**src/core/pdt_params.svh**
```systemverilog
/*
 Constants for the palette converter test and control logic: register
 locations, field positions, reset values and channel codes.
 Assumes inclusion by the package and the design module only.
*/
// Summary of operation
// - Write to test register stores control word; read returns selected channel data.
// - Control word is the three low data bits, selecting eight channels.
// - Codes: 0-2 palette RGB, 3 ident, 4-6 ones RGB, 7 analog test.
// - Palette channel read returns colour byte at pixel-addressed palette location.
// - Each palette read advances red to green to blue, then back to red.
// - Ident read advances into palette channels; ident returns only on rewrite.
// - Ident value is a fixed constant readable regardless of pixel activity.
// - Ones channel adds set-bit count of whole selected byte per accessed word.
// - Temporary ones accumulator saturates at 255; overflow holds it at 255.
// - Ones accumulation samples palette output on every other pixel.
// - Vertical sync falling edge copies accumulator to result, then clears it.
// - Vertical sync falling edge without a test register access advances ones selector red to green to blue, then back to red.
// - Odd/even sample phase persists across frames until reset.
// - Analog channel: bits 7-4 read/write selects, bit 3 read-only result.
// - Selects 1010 R-B, 1001 R-ref, 0110 G-B, 0101 G-ref; one means greater.
// - Comparator result captured on falling edge of blank-derived strobe.
// - Control bit 4 selects pedestal: zero none, one 7.5 IRE.
// - Control bit 5 enables sync on green analog output.
// - Control bit 6 selects pixel bus byte order: zero little, one big.
// - Control bit 7 drives external select output only.
`ifndef PDT_PARAMS_SVH
`define PDT_PARAMS_SVH
`define PDT_ADDR_GENERAL 1'h0
`define PDT_ADDR_TEST 1'h1
`define PDT_GEN_RESET 8'h03
`define PDT_TEST_RESET 8'h00
`define PDT_BIT_PEDESTAL 4
`define PDT_BIT_SYNC_GREEN 5
`define PDT_BIT_BIG_ENDIAN 6
`define PDT_BIT_EXT_SEL 7
`define PDT_BIT_RESULT 3
`define PDT_CH_RED 3'h0
`define PDT_CH_GREEN 3'h1
`define PDT_CH_BLUE 3'h2
`define PDT_CH_IDENT 3'h3
`define PDT_CH_ONES_RED 3'h4
`define PDT_CH_ONES_GREEN 3'h5
`define PDT_CH_ONES_BLUE 3'h6
`define PDT_CH_ANALOG 3'h7
`define PDT_ACC_MAX 8'hFF
`endif

```
**src/core/pdt_pkg.sv**
```systemverilog
/*
 Types for the palette converter test and control logic.
 Assumes pdt_params.svh is on the include path.
*/
`include "pdt_params.svh"
package pdt_pkg;
  typedef struct packed {
    logic [7:0] red;
    logic [7:0] green;
    logic [7:0] blue;
  } pdt_rgb_t;
  typedef struct packed {
    logic ext_sel;
    logic big_endian;
    logic sync_green;
    logic pedestal;
  } pdt_ctrl_t;
endpackage : pdt_pkg

```
**src/core/pdt_test_ctrl.sv**
```systemverilog
/*
 Test register and upper general control bits of a palette converter.
 Assumes the palette word for the current pixel arrives on the pixel clock
 domain (i_ref_clk), with vsync, blank and comparator from pins.
*/
// Strobed register access and the placing of the registers were left to the implementer.
`timescale 1ns/10ps
`include "pdt_params.svh"
module pdt_test_ctrl #(
  parameter logic [7:0] ID_VALUE = 8'h5A // Arbitrary identification value
) (
  input wire logic i_ref_clk,
  input wire logic i_rst_b,
  input wire logic i_addr,
  input wire logic [7:0] i_wdata,
  input wire logic i_wr,
  input wire logic i_rd,
  output logic [7:0] o_rdata,
  input wire pdt_pkg::pdt_rgb_t i_palette,
  input wire logic i_pixel_valid,
  input wire logic i_vsync_b,
  input wire logic i_blank_b,
  input wire logic i_cmp,
  output pdt_pkg::pdt_ctrl_t o_ctrl,
  output logic [3:0] o_cmp_sel
);
  import pdt_pkg::*;

  logic [7:0] gen_q;
  logic [2:0] chan_q;
  logic [3:0] sel_q;
  logic result_q;
  logic [7:0] acc_q;
  logic [7:0] ones_q;
  logic phase_q;
  logic [1:0] vs_sync_q;
  logic vs_prev_q;
  logic [1:0] bl_sync_q;
  logic bl_prev_q;
  logic [1:0] cmp_sync_q;
  logic vs_fall;
  logic bl_fall;
  logic [7:0] data_sel;
  logic [3:0] pop;
  logic [8:0] sum;

  function automatic logic [3:0] count_ones(input logic [7:0] b);
    logic [3:0] n;
    n = 4'h0;
    for (int k = 0; k < 8; k++) begin
      n = n + {3'h0, b[k]};
    end
    return n;
  endfunction : count_ones

  // Palette byte for a colour code; ones codes share the low two bits
  function automatic logic [7:0] pick(input logic [1:0] c,
                                      input pdt_rgb_t p);
    case (c)
      2'h0: pick = p.red;
      2'h1: pick = p.green;
      default: pick = p.blue;
    endcase
  endfunction : pick

  // Pins are asynchronous to the pixel clock
  always_ff @(posedge i_ref_clk or negedge i_rst_b) begin
    if (!i_rst_b) begin
      vs_sync_q <= 2'h3;
      vs_prev_q <= 1'b1;
      bl_sync_q <= 2'h3;
      bl_prev_q <= 1'b1;
      cmp_sync_q <= 2'h0;
    end else begin
      vs_sync_q <= {vs_sync_q[0], i_vsync_b};
      vs_prev_q <= vs_sync_q[1];
      bl_sync_q <= {bl_sync_q[0], i_blank_b};
      bl_prev_q <= bl_sync_q[1];
      cmp_sync_q <= {cmp_sync_q[0], i_cmp};
    end
  end

  assign vs_fall = vs_prev_q && !vs_sync_q[1];
  assign bl_fall = bl_prev_q && !bl_sync_q[1];

  always_ff @(posedge i_ref_clk or negedge i_rst_b) begin
    if (!i_rst_b) begin
      gen_q <= `PDT_GEN_RESET;
    end else if (i_wr && i_addr == `PDT_ADDR_GENERAL) begin
      gen_q <= i_wdata;
    end
  end

  assign o_ctrl.pedestal = gen_q[`PDT_BIT_PEDESTAL];
  assign o_ctrl.sync_green = gen_q[`PDT_BIT_SYNC_GREEN];
  assign o_ctrl.big_endian = gen_q[`PDT_BIT_BIG_ENDIAN];
  // Drives the pin only; nothing inside reads it
  assign o_ctrl.ext_sel = gen_q[`PDT_BIT_EXT_SEL];

  // Channel selector: host write wins, then read advance, then frame advance
  always_ff @(posedge i_ref_clk or negedge i_rst_b) begin
    if (!i_rst_b) begin
      chan_q <= `PDT_CH_RED;
      sel_q <= 4'h0;
    end else if (i_wr && i_addr == `PDT_ADDR_TEST) begin
      chan_q <= i_wdata[2:0];
      sel_q <= i_wdata[7:4];
    end else if (i_rd && i_addr == `PDT_ADDR_TEST) begin
      case (chan_q)
        `PDT_CH_RED: chan_q <= `PDT_CH_GREEN;
        `PDT_CH_GREEN: chan_q <= `PDT_CH_BLUE;
        `PDT_CH_BLUE: chan_q <= `PDT_CH_RED;
        `PDT_CH_IDENT: chan_q <= `PDT_CH_RED;
        default: chan_q <= chan_q;
      endcase
    end else if (vs_fall) begin
      case (chan_q)
        `PDT_CH_ONES_RED: chan_q <= `PDT_CH_ONES_GREEN;
        `PDT_CH_ONES_GREEN: chan_q <= `PDT_CH_ONES_BLUE;
        `PDT_CH_ONES_BLUE: chan_q <= `PDT_CH_ONES_RED;
        default: chan_q <= chan_q;
      endcase
    end
  end

  assign o_cmp_sel = sel_q;

  always_ff @(posedge i_ref_clk or negedge i_rst_b) begin
    if (!i_rst_b) begin
      result_q <= 1'b0;
    end else if (bl_fall) begin
      result_q <= cmp_sync_q[1];
    end
  end

  // Phase only toggles, never reloads, so it carries over from frame to frame
  always_ff @(posedge i_ref_clk or negedge i_rst_b) begin
    if (!i_rst_b) begin
      phase_q <= 1'b0;
    end else if (i_pixel_valid) begin
      phase_q <= !phase_q;
    end
  end

  assign pop = count_ones(pick(chan_q[1:0], i_palette));
  assign sum = {1'b0, acc_q} + {5'h00, pop};

  always_ff @(posedge i_ref_clk or negedge i_rst_b) begin
    if (!i_rst_b) begin
      acc_q <= 8'h00;
      ones_q <= 8'h00;
    end else if (vs_fall) begin
      ones_q <= acc_q;
      acc_q <= 8'h00;
    end else if (chan_q[2] && chan_q != `PDT_CH_ANALOG && i_pixel_valid
                 && phase_q) begin
      acc_q <= sum[8] ? `PDT_ACC_MAX : sum[7:0];
    end
  end

  always_comb begin
    case (chan_q)
      `PDT_CH_RED: data_sel = i_palette.red;
      `PDT_CH_GREEN: data_sel = i_palette.green;
      `PDT_CH_BLUE: data_sel = i_palette.blue;
      `PDT_CH_IDENT: data_sel = ID_VALUE;
      `PDT_CH_ANALOG: data_sel = {sel_q, result_q, 3'h7};
      default: data_sel = ones_q;
    endcase
  end

  always_ff @(posedge i_ref_clk or negedge i_rst_b) begin
    if (!i_rst_b) begin
      o_rdata <= 8'h00;
    end else if (i_rd) begin
      o_rdata <= (i_addr == `PDT_ADDR_TEST) ? data_sel : gen_q;
    end else begin
      o_rdata <= 8'h00;
    end
  end
endmodule : pdt_test_ctrl

```
**config.mk**
```make
export PLATFORM = sky130hd
export DESIGN_NAME = pdt_test_ctrl
export DESIGN_NICKNAME = d
export VERILOG_FILES = /design/src/core/pdt_pkg.sv /design/src/core/pdt_test_ctrl.sv
export VERILOG_INCLUDE_DIRS = /design/src /design/src/core
export SDC_FILE = /design/constraint.sdc
export NUM_CORES = 1
export LEC_CHECK = 0
export ABC_AREA = 1
export BUFFER_PORTS_ARGS = -buffer_cell sky130_fd_sc_hd__buf_2
export CELL_PAD_IN_SITES_DETAIL_PLACEMENT = 1
export CELL_PAD_IN_SITES_GLOBAL_PLACEMENT = 1
export CORE_ASPECT_RATIO = 1.1
export CORE_MARGIN = 1.5
export CORE_UTILIZATION = 40
export CTS_CLUSTER_DIAMETER = 50
export DETAILED_ROUTE_END_ITERATION = 6
export HOLD_SLACK_MARGIN = 0.12
export PLACE_DENSITY = 0.79
export SYNTH_ARGS = -nofsm -noshare
export SYNTH_HDL_FRONTEND = slang
export SYNTH_SLANG_ARGS = --single-unit
export TNS_END_PERCENT = 5
```
**constraint.sdc**
```tcl
create_clock -name i_ref_clk -period 5.55 [get_ports i_ref_clk]
set_input_delay 1.3875 -clock i_ref_clk [delete_from_list [all_inputs] [get_ports i_ref_clk]]
set_output_delay 1.3875 -clock i_ref_clk [all_outputs]
set_load 0.05 [all_outputs]
```
==> impl_metrics.yaml <==
run_status:
  status: "complete, no violations"
power:
  pwr-share-seq_pct: 29.9
  powerDensity_nw_per_um2: 472
  p_total_mw: 1.51
  comb_power_share_pct: 52.2
  peakVddDrop_uv: 249
  p_switching_uw: 680
  pwr-share-clk_pct: 17.9
  leakagePower_nw: 1.71
  sw_frac_of_total_pct: 44.9
  cell_internal_pwr_uw: 833
clock_network:
  clkTransAtPathRegs_ps: 100
  cts_buffer_depth: 2
  h-tree-depth: 2
  cts-resized-gates: 0
  post_cts_buffers: 0
  clk_latency_ps: 300
  cts_root_buf: "clkbuf_8"
  cts_buffers: 5
  cts_tree: "built"
  cts_hold_buf: 0
  cts_sinks: 49
drt:
  vias: 2470
  postRouteWirelength_um: 7610
  drt-pass1-iter-count: 4
  ant_nets: 0
  drc: 0
  drt_iter0_markers: 131
  routedWlPerCell_um: 15.5
  vias_per_cell: 5.03
synth:
  synth_nets: 408
  yosys_warnings: 0
  async_reset_ff_share_pct: 100
  synthTopCellsByArea: "dfrtp_1, nand2_1, dfstp_2, o21ai_0, inv_1"
  ys_seq_elements: 49
  synthesis.area_um2: 2770
  ys_seq_area_share_pct: 44.7
  syn_inst: 356
  syn_avg_cell_area_um2: 7.77
  synth_top_area_share_pct: 37.1
  synth_edf_count: 0
  synth_cell_types: 29
  synth_ff_type: "dfrtp_1"
  yosysTopAreaCell: "dfrtp_1"
sta:
  fin_crit_sh_pct: 85.3
  holdWs_ps: 351
  max_freq_ghz: 0.211
  tns_ps: 0
  clock_skew_ps: 10.9
  slew_headroom_pct: 57.7
  setup_viol: 0
  hold_viol_final: 0
  fin_crit_ps: 4740
  worst_pin_slew_ps: 634
  rsz0062_at_grt: "false"
  slew_violations: 0
worst_setup_path:
  crit_path_end_kind: "register"
  startpoint_type: "primary input"
  critical_path_class: "in -> reg"
  arrival_ps: 4970
  required_ps: 5780
  critPathMaxFanout: 6
finish:
  fillers: 864
  num_antenna_cells: 0
  nNetsFinal: 460
  final_cell_mix: "nand2_1, buf_2, inv_1"
  syn_to_final_growth_pct: 15.9
  drive_gt1_share_pct: 20.8
  final_common_cell: "nand2_1"
die:
  die_h_um: 90.2
  rows: 31
  core_um2: 6630
  io_pins: 57
  dieWidth_um: 82.3
  start_util_pct: 41.7
  die-area_um2: 7420
global_route:
  grt_pass1_vias: 2591
  grtUsageTotal_pct: 22.1
  antenna_found_initial: 0
  grt_pass1_wl_um: 12500
  grt_overflow: 0
  grt_max_degree: 50
placed_design:
  numPortBuffers: 56
  place_hpwl_um: 5900
  gp_congestion: 0.879
flow_run:
  drv_cap: 0
min_path:
  hold_class: "reg -> reg"
## registers in the layout, indices dropped and copies added (netlist names), 2 cells and up
name	count
acc_q	8
bl_sync_q	2
chan_q	3
cmp_sync_q	2
gen_q	8
o_cmp_sel	4
o_rdata	8
ones_q	8
vs_sync_q	2
## worst paths after layout
| kind | end | slack, ps | start | cells after the start |
|---|---|---|---|---|
| setup / recovery | acc_q[2] | 810 | i_palette[17] | 16 |
| hold / removal | bl_sync_q[1] | 350 | bl_sync_q[0] | 0 |
| setup reg to reg | acc_q[2] | 1030 | chan_q[1] | 15 |
| hold reg to reg | bl_sync_q[1] | 350 | bl_sync_q[0] | 0 |
| max in group asynchronous | gen_q[7] | 3940 | i_rst_b | 2 |
| min in group asynchronous | phase_q | 1160 | i_rst_b | 2 |
## kinds of logic after synthesis
group	share of synthesized area, %
AO/OA/AOI/OAI	13.9
AND/OR/NAND/NOR	24.3
multiplexers	1.22
adder cells (fa/ha/maj)	6.33
flip-flops	44.7
buffers and inverters	9.50
## cell usage after synthesis, drive strengths merged, types with 3 or more instances
| cell | count |
|---|---|
| nand2 | 109 |
| inv | 48 |
| dfrtp | 41 |
| o21ai | 38 |
| nor2 | 25 |
| nand3 | 23 |
| a21oi | 13 |
| buf | 9 |
| dfstp | 8 |
| ha | 6 |
| fa | 5 |
| o21bai | 5 |
| clkbuf | 4 |
| nand4 | 4 |
| o211ai | 4 |
| a31oi | 3 |
| mux2 | 3 |
| o22ai | 3 |
## critical path: stages
cell,delay [ps]
buf_2,80
nand2_1,60
a31oi_1,230
fa_1,480
fa_1,550
inv_1,50
fa_1,500
fa_1,420
inv_1,110
fa_1,230
nand3_1,100
nand2_1,170
nand3b_1,240
o21ai_0,180
nand2_1,90
o21ai_0,80
## through the flow
stage	setup WS, ps	instances	cell area [um^2]	utilization, %
floorplan	959	356	2770	-
global placement	675	483	3080	46.5
detailed placement	468	483	3080	46.5
CTS	778	491	3200	48.3
global route	499	491	3200	48.3
finish	814	491	3200	48.3
## power groups by stage
| stage | Combinational (mW) | Clock [mW] | Sequential (mW) |
|---|---|---|---|
| floorplan | 0.544 | 0 | 0.487 |
| global placement | 0.750 | 0 | 0.458 |
| detailed placement | 0.796 | 0 | 0.460 |
| CTS | 0.801 | 0.279 | 0.453 |
| global route | 0.914 | 0.291 | 0.460 |
| finish | 0.790 | 0.270 | 0.453 |
## layout make-up
class	count	area (um^2)	share of cell area, %
multi-input combinational	245	1270	39.5
sequential	49	1240	38.6
timing repair buffer	58	295	9.22
inverter	49	184	5.74
tap	82	103	3.20
clock buffer	6	82.6	2.58
clock inverter	2	37.5	1.17
## routing by layer
layer | routed length [um] | GRT usage (%) | vias to the layer above | part of all wire (%)
li1 | - | - | 1239 | -
met1 | 3570 | 30.1 | 1167 | 47
met2 | 3600 | 35.8 | 54 | 47
met3 | 287 | 3.25 | 10 | 3.8
met4 | 143 | 6.36 | 0 | 1.9
met5 | 0 | 0 | - | 0
No activity file was read; power rests on OpenSTA's default activity.
